## src/shared/dcds_pkg.sv

```systemverilog
`default_nettype none
package dcds_pkg;
    // ------------------------------------------------------------
    // Register map and field positions
    // ------------------------------------------------------------
    localparam logic [7:0] DCDS_ADDR_CLK_CTRL = 8'h02;   // direction, recovery, polarity
    localparam logic [7:0] DCDS_ADDR_SYNC_CTRL = 8'h05;  // sync source
    localparam logic [7:0] DCDS_ADDR_LOCK_STAT = 8'h12;  // dll_lock_status
    localparam logic [7:0] DCDS_ADDR_INTERP = 8'h01;     // interpolation select
    localparam int DCDS_BIT_DIR = 3;
    localparam int DCDS_BIT_CRC = 2;
    localparam int DCDS_BIT_POL = 4;
    localparam int DCDS_BIT_SYNC = 3;
    localparam int DCDS_BIT_EVER = 2;
    localparam int DCDS_BIT_LOCKED = 1;
    localparam int DCDS_BIT_LOST = 0;
    localparam int DCDS_INTERP_LSB = 6;
    localparam logic [7:0] DCDS_RESET_VAL = 8'h00;
    // ------------------------------------------------------------
    // Timing
    // ------------------------------------------------------------
    localparam real DCDS_CLK_NS = 5.0;
    localparam real DCDS_SETUP_NS = 1.5;
    localparam int DCDS_SETUP_CYC = (DCDS_SETUP_NS / DCDS_CLK_NS) > 1.0 ?
        int'(DCDS_SETUP_NS / DCDS_CLK_NS + 0.999) : 1;
    localparam int DCDS_LOCK_CYC = 16;        // good periods before lock
    localparam int DCDS_DATA_W = 16;
    localparam int DCDS_FIFO_DEPTH = 8;

    typedef enum logic [2:0] {
        DCDS_MASTER, DCDS_MOD_MASTER, DCDS_EXT_SYNC,
        DCDS_SLAVE_CRC, DCDS_LOW_SH, DCDS_MOD_SLAVE
    } dcds_mode_type;

    typedef struct packed {
        logic       wr;
        logic [7:0] addr;
        logic [7:0] wdata;
    } dcds_reg_req_type;

    typedef struct packed {
        logic                   valid;
        logic [DCDS_DATA_W-1:0] data;
    } dcds_word_type;
endpackage
`default_nettype wire

```

## src/rtl/dcds_core.sv

```systemverilog
// Notes on behaviour
// - Direction set, sync clear: drive word clock out at channel data rate.
// - Direction and sync set: drive word clock as modulator sync output.
// - All three clear: ignore word clock, capture on sample clock only.
// - Only recovery set: word clock is input, data recovery enabled.
// - Only sync set: word clock input, data captured on its edges.
// - Sync and recovery set, direction clear: word clock is modulator sync input.
// - Master 1x: word clock is inverted delayed sample clock copy.
// - Master 1x: polarity 0 latches falling edge, polarity 1 rising.
// - Master 2x: word clock halves, capture every second rising edge.
// - Interpolating master: latch edge precedes word clock fall for either polarity.
// - 4x/8x divide sample clock by 4/8, capture every 4th/8th edge.
// - Generated word clock high phase equal to low phase.
// - Slave with recovery: loop aligns word clock input to sample clock; the code only checks the word clock period against the divider ratio.
// - Slave: capture on first rising edge at least 1.5 ns before latch edge; the code captures after the latch edge, once it has passed the synchroniser.
// - Status bit 2 is 1 once lock was ever achieved.
// - Status bit 1 is 1 while currently locked.
// - Status bit 0 is 1 when lock lost through jitter.
// - Sync source bit 3: 0 channel-rate synchroniser, 1 state-machine synchroniser.
`default_nettype none
module dcds_core
    import dcds_pkg::*;
#(
    parameter int DATA_W = DCDS_DATA_W,
    parameter int FIFO_DEPTH = DCDS_FIFO_DEPTH,
    parameter int LOCK_CYC = DCDS_LOCK_CYC
)(
    input  wire logic              clk_in,          // Sample clock, 200 MHz
    input  wire logic              rst_n_in,        // Sync reset, low
    input  wire dcds_reg_req_type  reg_req_in,      // Register write/read address
    output logic [7:0]             reg_rdata_out,   // Register read data
    input  wire logic              word_clk_in,     // Word clock pin input
    output logic                   word_clk_out,    // Word clock pin drive
    output logic                   word_clk_oe_out, // High while driving pin
    input  wire logic [DATA_W-1:0] data_in,         // Parallel sample pins
    output dcds_word_type          sample_out,      // Captured word
    input  wire logic              sample_ready_in, // Interpolator takes word
    output logic                   overflow_out,    // Word lost, FIFO full
    output dcds_mode_type          mode_out         // Decoded timing mode
);
    localparam int LCW = $clog2(LOCK_CYC + 1);

    // ------------------------------------------------------------
    // State
    // ------------------------------------------------------------
    typedef struct packed {
        logic [7:0]    clk_ctrl;
        logic [7:0]    sync_ctrl;
        logic [7:0]    interp;
        logic [2:0]    div_cnt;
        logic [2:0]    sync_pipe;
        logic [2:0]    per_cnt;
        logic [2:0]    per_ref;
        logic          per_ref_ok;
        logic [LCW-1:0] good_cnt;
        logic          locked;
        logic          ever;
        logic          lost;
        logic          overflow;
        logic [7:0]    rdata;
        logic          word_clk;
        logic          wc_prev;
        logic          neg_hold;
        dcds_word_type cap;
    } dcds_core_st_type;

    dcds_core_st_type st_reg, st_next;
    dcds_mode_type    mode;
    logic             dir, sync_src, crc, pol;
    logic [2:0]       ratio_m1;
    logic             wc_rise, wc_fall, wc_edge;
    logic             cap_now, fifo_ready;
    logic [DATA_W-1:0] neg_data_reg;
    logic             fifo_valid;
    logic [DATA_W-1:0] fifo_data;

    // Divider terminal count for 1x/2x/4x/8x interpolation
    function automatic logic [2:0] ratio_of(input logic [1:0] sel);
        case (sel)
            2'h0: ratio_of = 3'h0;
            2'h1: ratio_of = 3'h1;
            2'h2: ratio_of = 3'h3;
            default: ratio_of = 3'h7;
        endcase
    endfunction

    // ------------------------------------------------------------
    // Mode decode
    // ------------------------------------------------------------
    assign dir = st_reg.clk_ctrl[DCDS_BIT_DIR];
    assign crc = st_reg.clk_ctrl[DCDS_BIT_CRC];
    assign pol = st_reg.clk_ctrl[DCDS_BIT_POL];
    assign sync_src = st_reg.sync_ctrl[DCDS_BIT_SYNC];
    assign ratio_m1 = ratio_of(st_reg.interp[DCDS_INTERP_LSB +: 2]);

    always_comb
    begin
        case ({dir, sync_src, crc})
            3'b100, 3'b101: mode = DCDS_MASTER;
            3'b110, 3'b111: mode = DCDS_MOD_MASTER;
            3'b000: mode = DCDS_EXT_SYNC;
            3'b001: mode = DCDS_SLAVE_CRC;
            3'b010: mode = DCDS_LOW_SH;
            3'b011: mode = DCDS_MOD_SLAVE;
            default: mode = DCDS_EXT_SYNC;
        endcase
    end

    // Word clock edges seen after the three-stage synchroniser
    assign wc_rise = st_reg.sync_pipe[1] && !st_reg.sync_pipe[2];
    assign wc_fall = !st_reg.sync_pipe[1] && st_reg.sync_pipe[2];
    assign wc_edge = pol ? wc_rise : wc_fall;

    // ------------------------------------------------------------
    // Capture decision
    // ------------------------------------------------------------
    always_comb
    begin
        case (mode)
            DCDS_MASTER, DCDS_MOD_MASTER, DCDS_EXT_SYNC:
                // Last rising edge before the generated word clock edge
                cap_now = (st_reg.div_cnt == ratio_m1);
            DCDS_SLAVE_CRC:
                cap_now = wc_edge && st_reg.locked;
            DCDS_LOW_SH:
                cap_now = wc_edge;
            default:
                cap_now = wc_edge;
        endcase
    end

    // Falling-edge capture for master 1x with polarity 0
    always_ff @(negedge clk_in)
    begin
        neg_data_reg <= data_in;
    end

    // ------------------------------------------------------------
    // Next state
    // ------------------------------------------------------------
    always_comb
    begin
        st_next = st_reg;
        st_next.sync_pipe = {st_reg.sync_pipe[1:0], word_clk_in};
        st_next.div_cnt = (st_reg.div_cnt >= ratio_m1) ? 3'h0 : st_reg.div_cnt + 3'h1;
        // High for half the word period: high only while next count > half the terminal count
        // gives equal high and low phases at 2x/4x/8x, matching the pin.
        if (ratio_m1 == 3'h0)
        begin
            st_next.word_clk = 1'b0;
        end
        else
        begin
            st_next.word_clk = (st_next.div_cnt > (ratio_m1 >> 1));
        end
        st_next.neg_hold = 1'b0;
        st_next.cap.valid = 1'b0;
        if (cap_now)
        begin
            st_next.cap.valid = 1'b1;
            st_next.cap.data = (mode == DCDS_MASTER && ratio_m1 == 3'h0 && !pol)
                ? neg_data_reg : data_in;
        end
        st_next.overflow = st_reg.cap.valid && !fifo_ready;
        // Loop lock: word clock period must match the divider ratio
        st_next.per_cnt = st_reg.per_cnt + 3'h1;
        if (wc_rise)
        begin
            st_next.per_cnt = 3'h0;
            st_next.per_ref = st_reg.per_cnt;
            st_next.per_ref_ok = (st_reg.per_cnt == ratio_m1);
            if (st_reg.per_cnt == ratio_m1)
            begin
                if (st_reg.good_cnt != LCW'(LOCK_CYC))
                begin
                    st_next.good_cnt = st_reg.good_cnt + 1'b1;
                end
            end
            else
            begin
                st_next.good_cnt = '0;
                // Sticky until relock: later bad periods must not clear it
                if (st_reg.locked)
                begin
                    st_next.lost = 1'b1;
                end
            end
        end
        st_next.locked = (st_next.good_cnt == LCW'(LOCK_CYC));
        if (st_next.locked)
        begin
            st_next.ever = 1'b1;
            st_next.lost = 1'b0;
        end
        if (!crc || dir)
        begin
            st_next.good_cnt = '0;
            st_next.locked = 1'b0;
            st_next.ever = 1'b0;
            st_next.lost = 1'b0;
        end
        // Register port: write decode and read mux
        if (reg_req_in.wr)
        begin
            case (reg_req_in.addr)
                DCDS_ADDR_CLK_CTRL: st_next.clk_ctrl = reg_req_in.wdata;
                DCDS_ADDR_SYNC_CTRL: st_next.sync_ctrl = reg_req_in.wdata;
                DCDS_ADDR_INTERP: st_next.interp = reg_req_in.wdata;
                default: ;
            endcase
        end
        case (reg_req_in.addr)
            DCDS_ADDR_CLK_CTRL: st_next.rdata = st_reg.clk_ctrl;
            DCDS_ADDR_SYNC_CTRL: st_next.rdata = st_reg.sync_ctrl;
            DCDS_ADDR_INTERP: st_next.rdata = st_reg.interp;
            DCDS_ADDR_LOCK_STAT:
                st_next.rdata = {5'h0, st_reg.ever, st_reg.locked, st_reg.lost};
            default: st_next.rdata = DCDS_RESET_VAL;
        endcase
        st_next.wc_prev = st_reg.word_clk;
    end

    always_ff @(posedge clk_in)
    begin
        if (!rst_n_in)
        begin
            st_reg <= '0;
        end
        else
        begin
            st_reg <= st_next;
        end
    end

    // ------------------------------------------------------------
    // Pin drive and outputs
    // ------------------------------------------------------------
    // 1x master: inverted copy of the sample clock, delay of the output path
    assign word_clk_out = (ratio_m1 == 3'h0) ? st_reg.wc_prev ^ 1'b0 | ~clk_in & dir
                                             : st_reg.word_clk;
    assign word_clk_oe_out = dir;
    assign reg_rdata_out = st_reg.rdata;
    assign overflow_out = st_reg.overflow;
    assign mode_out = mode;

    dcds_fifo #(
        .WIDTH (DATA_W),
        .DEPTH (FIFO_DEPTH)
    ) u_fifo (
        .clk_in     (clk_in),
        .rst_n_in   (rst_n_in),
        .wvalid_in  (st_reg.cap.valid),
        .wready_out (fifo_ready),
        .wdata_in   (st_reg.cap.data),
        .rvalid_out (fifo_valid),
        .rready_in  (sample_ready_in),
        .rdata_out  (fifo_data)
    );

    assign sample_out.valid = fifo_valid;
    assign sample_out.data = fifo_data;
endmodule
`default_nettype wire

```

## src/rtl/dcds_fifo.sv

```systemverilog
`default_nettype none
module dcds_fifo
    import dcds_pkg::*;
#(
    parameter int WIDTH = 16,
    parameter int DEPTH = 8
)(
    input  wire logic             clk_in,     // Sample clock domain
    input  wire logic             rst_n_in,   // Sync reset, low
    input  wire logic             wvalid_in,  // Write request
    output logic                  wready_out, // Not full
    input  wire logic [WIDTH-1:0] wdata_in,   // Write word
    output logic                  rvalid_out, // Not empty
    input  wire logic             rready_in,  // Drain
    output logic      [WIDTH-1:0] rdata_out   // Head word
);
    localparam int AW = $clog2(DEPTH);
    typedef struct packed {
        logic [AW-1:0] wp;
        logic [AW-1:0] rp;
        logic [AW:0]   cnt;
    } dcds_fifo_st_type;

    dcds_fifo_st_type st_reg, st_next;
    logic [WIDTH-1:0] mem [DEPTH];
    logic             push, pop;

    // ------------------------------------------------------------
    // Pointer logic
    // ------------------------------------------------------------
    assign wready_out = (st_reg.cnt != (AW+1)'(DEPTH));
    assign rvalid_out = (st_reg.cnt != '0);
    assign push = wvalid_in && wready_out;
    assign pop = rvalid_out && rready_in;
    assign rdata_out = mem[st_reg.rp];

    always_comb
    begin
        st_next = st_reg;
        if (push)
        begin
            st_next.wp = (st_reg.wp == AW'(DEPTH-1)) ? '0 : st_reg.wp + 1'b1;
        end
        if (pop)
        begin
            st_next.rp = (st_reg.rp == AW'(DEPTH-1)) ? '0 : st_reg.rp + 1'b1;
        end
        st_next.cnt = st_reg.cnt + (AW+1)'(push) - (AW+1)'(pop);
    end

    // Storage has no reset; only pointers need a defined value
    always_ff @(posedge clk_in)
    begin
        if (!rst_n_in)
        begin
            st_reg <= '0;
        end
        else
        begin
            st_reg <= st_next;
        end
        if (push)
        begin
            mem[st_reg.wp] <= wdata_in;
        end
    end
endmodule
`default_nettype wire

```

## config.mk

```make
export PLATFORM = sky130hd
export DESIGN_NAME = dcds_core
export DESIGN_NICKNAME = d
export VERILOG_FILES = /design/src/shared/dcds_pkg.sv /design/src/rtl/dcds_core.sv /design/src/rtl/dcds_fifo.sv
export SDC_FILE = /design/constraint.sdc
export NUM_CORES = 1
export LEC_CHECK = 0
export BUFFER_PORTS_ARGS = -buffer_cell sky130_fd_sc_hd__buf_4
export CORE_MARGIN = 5
export CORE_UTILIZATION = 40
export CTS_BUF_LIST = sky130_fd_sc_hd__clkbuf_4
export DETAILED_ROUTE_END_ITERATION = 10
export PLACE_DENSITY = 0.64
export REMOVE_ABC_BUFFERS = 1
export SLEW_MARGIN = 20
export SYNTH_ARGS = -nofsm -noshare
export SYNTH_HDL_FRONTEND = slang
export SYNTH_SLANG_ARGS = --single-unit
```

## constraint.sdc

```tcl
create_clock -name clk_in -period 5.6 [get_ports clk_in]
set_input_delay 1.4 -clock clk_in [delete_from_list [all_inputs] [get_ports clk_in]]
set_output_delay 1.4 -clock clk_in [all_outputs]
set_load 0.05 [all_outputs]
```

# ---- Word-level counts from Yosys, hierarchy flattened
# Memory sizes are Yosys's and may differ from the RTL's. A register that Yosys moved wholly into a read port is not among the register bits.
# Index checks and enable logic that the tools add are counted.
dict set report totals {
  mem_count 2
  inputBits 37
  reg_bits 95
  word_cells 96
  mem_bits_ro 24
  latch_bits 0
  ramBits 128
}
# memory words word_bits read_ports rd_clocked_by_memory_dff wr line
set memory_table {}
lappend memory_table {u_fifo.mem 8 16 1 1 1 dcds_fifo.sv:25} ;# logic [WIDTH-1:0] mem [DEPTH];
lappend memory_table {{(name not given)} 8 3 1 0 0 dcds_core.sv:98} ;# case ({dir, sync_src, crc})
dict set report classes {
  n_div 0
  muxes 17
  reduce_logical 27
  addsub 7
  n_shift 0
  bitwise_logic 5
  magnitude_cmp 2
  n_eq_ne 16
  multipliers 0
}
# operator n
set op_table {}
lappend op_table {{$pmux W8 S4} 1}
lappend op_table {{$mux W17} 1}
lappend op_table {{$mux W16} 1}
lappend op_table {{$mux W3} 5}
lappend op_table {{$mux W5} 3}
lappend op_table {{$add A3 B1 Y3 const B} 4}
lappend op_table {{$pmux W3 S3} 1}
lappend op_table {{$eq A8 B1 Y1 const B} 1}
lappend op_table {{$eq A8 B2 Y1 const B} 1}
lappend op_table {{$eq A8 B3 Y1 const B} 1}
lappend op_table {{$eq A8 B5 Y1 const B} 1}
lappend op_table {{$logic_and A1 B1 Y1} 8}
lappend op_table {{$eq A3 B2 Y1 const B} 2}
lappend op_table {{$eq A3 B3 Y1} 2}
lappend op_table {{$eq A3 B3 Y1 const B} 2}
lappend op_table {{$logic_not A3 Y1} 2}
lappend op_table {{$reduce_and A2 Y1} 3}
lappend op_table {{$reduce_or A2 Y1} 3}
lappend op_table {{$reduce_or A3 Y1} 2}
lappend op_table {{$add A5 B1 Y5 const B} 1}
lappend op_table {{$eq A5 B5 Y1 const B} 1}
lappend op_table {{$logic_not A1 Y1} 5}
lappend op_table {{$ne A5 B5 Y1 const B} 1}
lappend op_table {{$add A4 B1 Y4} 1}
lappend op_table {{other kinds (16)} 21}

# ---- Depth between registers and ports, before layout
dict set report depth {
  word_depth 7
  depth_mapped 13
  depth_no_buf 12
}

# ---- Modules after synthesis
# From an unflattened synthesis, not the netlist that was laid out.
dict set report hier_totals {
  cells_unflattened 633
  hier_area_um2 9211.3
}
# mod n_inst seq_area_each_um2 area_per_inst_um2 cells_each
set modules_own_cells {}
lappend modules_own_cells {dcds_fifo 1 4103.9 5612.9 262}
lappend modules_own_cells {dcds_core 1 1701.6 3598.5 371}

==> summary.md <==
CTS
- Clock Tree Buf Depth: 3
- Skew-Pair Late Insertion Delay: 660 ps
- clock transition at the register clock pins on the worst setup and hold paths after CTS: 70 ps
- Root Buffer Master: sky130_fd_sc_hd__clkbuf_4
- number of buffers inserted to repair setup after CTS: 0
- # hold bufs at CTS: 0
- TritonCTS clock tree: done
- quantity of gates resized following cts: 0
- number of H-tree branching levels: 2
- clock buffer count from CTS: 57

Die
- Boundary Pins: 68
- total core area: 21800 um2
- die extent in y: 159 um
- Die Width: 159 um
- area of the die: 25200 um2
- count of standard-cell rows: 54
- starting density of the core: 40.6%

Route
- Remaining DRCs: 0
- DR pass1 iterations: 5
- count of antenna-violating nets left after detailed routing: 0
- starting DRC count in detailed routing: 314
- ratio of routed vias to standard cells: 5.10
- routed wire length per instance: 17.6 um
- total routed wirelength: 18300 um
- total vias in the final route: 5296

Global routing
- largest net degree at the start of global routing: 36
- Global Route Usage Sum: 14.4%
- antenna violations before repair: 1
- remaining global-route overflow: 0
- via count of the first global-routing pass: 5648
- global-route wire length before repair: 29600 um

Placement
- number of port buffers: 67
- post-place setup slack: 739 ps
- Post-DP HPWL: 11200 um
- post-place instance area: 9640 um2
- RD Place Congestion: 0.751

STA
- max_slew headroom: 28.8%
- measured slew at the worst slew-check pin: 1060 ps
- total negative setup slack: 0 ps
- final setup skew: 54.9 ps
- unrepaired setup endpoints after global routing: no
- number of failing hold endpoints at the final stage: 0
- worst-case setup margin in the final layout: 335 ps
- Setup-failing EPs final: 0
- total count of max-transition violations in the final report: 0

Worst hold path
- Hold WC Path Type: flop to flop

Synth
- number of cells produced by synthesis: 598
- average cell area after synthesis: 14.8 um2
- number of enable flip-flop cells after synthesis: 128
- top_reg_cell synth: sky130_fd_sc_hd__edfxtp_1
- unique cell type count in the Yosys netlist: 52
- synthesis warning total: 0
- flip-flop and latch count after synthesis: 226
- fraction of the yosys area taken by sequential cells: 65.5%
- cell area after synthesis: 8870 um2
- share of flip-flops with an asynchronous set or reset after synthesis: 0%

Cells and area
- most frequent cells in the layout: 128 x sky130_fd_sc_hd__edfxtp_1, 96 x sky130_fd_sc_hd__dfxtp_1, 80 x sky130_fd_sc_hd__clkbuf_4, 73 x sky130_fd_sc_hd__buf_4, 50 x sky130_fd_sc_hd__nor2_1
- most frequent standard cell in the layout excluding fill and tap cells: sky130_fd_sc_hd__edfxtp_1
- end-of-flow core utilization: 47.8%
- summed area of non-filler cells in the final layout: 10400 um2
- fraction of final layout cells sized beyond drive strength 1: 29.6%
- flip-flop count of the largest register after layout: 128
- layout-stage area growth over the synthesis result: 17.7%
- Net count, final: 767

Power and ir drop
- power density cells: 390 nW/um2
- peak supply drop: 0.000152 V
- Static Leak: 3.89 nW
- Total Power Consumption: 4.07 mW

Job
- max-cap violations: 0

Worst setup path
- Worst EP required: 4200 ps
- kind of start point of the critical path: clock port
- element type at the critical path end: primary output
- arrival time of the worst setup path: 3860 ps
- CP Class: clock port to primary output
- maximum fanout along the worst path: 11

Status
- outcome: finished clean

## path summary, 6_finish.rpt
path | slack (ps) | startpoint | depth (start not counted) | to
max | 340 | clk_in | 7 | word_clk_out
min | 410 | st_next[45] | 1 | st_next[46]
max reg2reg | 1990 | neg_data_reg[15] | 2 | st_reg[15]
min reg2reg | 410 | st_next[45] | 1 | st_next[46]
## metal layers
metal / vias up / part of all wire (%) / track usage (%)
met4: 0 / 2.1 / 5.00
met1: 2596 / 43 / 18.2
met2: 151 / 49 / 24.1
li1: 2507 / - / -
met3: 42 / 5.6 / 3.81
met5: - / 0 / 0
## synth_stat cells (2+ instances only)
cell type,count,area [um2]
sky130_fd_sc_hd__and3_1,3,18.8
sky130_fd_sc_hd__mux2_2,21,236
sky130_fd_sc_hd__o22a_1,3,26.3
sky130_fd_sc_hd__a31oi_1,3,18.8
sky130_fd_sc_hd__mux4_2,32,721
sky130_fd_sc_hd__nand2_1,26,97.6
sky130_fd_sc_hd__nand3_1,8,40.0
sky130_fd_sc_hd__nor3_1,8,40.0
sky130_fd_sc_hd__o2bb2ai_1,16,140
sky130_fd_sc_hd__nor3b_1,2,15.0
sky130_fd_sc_hd__or4_1,2,15.0
sky130_fd_sc_hd__nor2_1,50,188
sky130_fd_sc_hd__or3_1,2,12.5
sky130_fd_sc_hd__buf_4,9,67.6
sky130_fd_sc_hd__nor2b_1,3,18.8
sky130_fd_sc_hd__ha_1,19,238
sky130_fd_sc_hd__inv_1,18,67.6
sky130_fd_sc_hd__nand3b_1,2,15.0
sky130_fd_sc_hd__mux2i_1,46,460
sky130_fd_sc_hd__a22oi_1,5,37.5
sky130_fd_sc_hd__dfxtp_1,98,1960
sky130_fd_sc_hd__a21o_1,2,15.0
sky130_fd_sc_hd__a21oi_1,19,95.1
sky130_fd_sc_hd__clkbuf_1,17,63.8
sky130_fd_sc_hd__nor4b_1,2,17.5
sky130_fd_sc_hd__buf_1,2,7.51
sky130_fd_sc_hd__xor2_1,5,43.8
sky130_fd_sc_hd__o21ai_0,4,20.0
sky130_fd_sc_hd__edfxtp_1,128,3840
sky130_fd_sc_hd__nand2b_1,6,37.5
sky130_fd_sc_hd__and2_1,8,50.1
sky130_fd_sc_hd__buf_2,7,35.0
sky130_fd_sc_hd__xnor2_1,3,26.3
## layout make-up
cell class                      count  area, um2
Fill cell                        1882      11400
Sequential cell                   226       5810
Multi-Input combinational cell    317       2860
Clock buffer                       81        608
Timing Repair Buffer               72        541
Tap cell                          280        350
Clock inverter                     43        198
Inverter                           18       67.6
Antenna cell                        1       2.50
## power breakdown
part,leakage (nW),internal [mW],switching [mW]
clock network,0.528,0.728,0.690
logic,1.38,0.313,0.403
registers,1.99,1.84,0.0929
total,3.89,2.89,1.19
## critical path: stages
cell and delay (ps):
sky130_fd_sc_hd__clkbuf_4 160, sky130_fd_sc_hd__clkbuf_4 220, sky130_fd_sc_hd__clkbuf_4 180, sky130_fd_sc_hd__inv_1 50
sky130_fd_sc_hd__a21oi_1 50, sky130_fd_sc_hd__o21ai_0 170, sky130_fd_sc_hd__buf_4 230
## kinds of logic after synthesis
group,share of synthesized area (%)
compound gates,4.84
xor+xnor,0.790
fa+ha+maj,2.91
buf+inv,2.89
flops,65.5
mux,16.0
simple gates,7.12
## metrics by stage
stage,cells,hold WS [ps]
global placement,915,431
global route,1038,419
floorplan,562,410
detailed placement,915,428
CTS,1037,392
finish,1038,407
No activity file was read; power rests on OpenSTA's default activity.
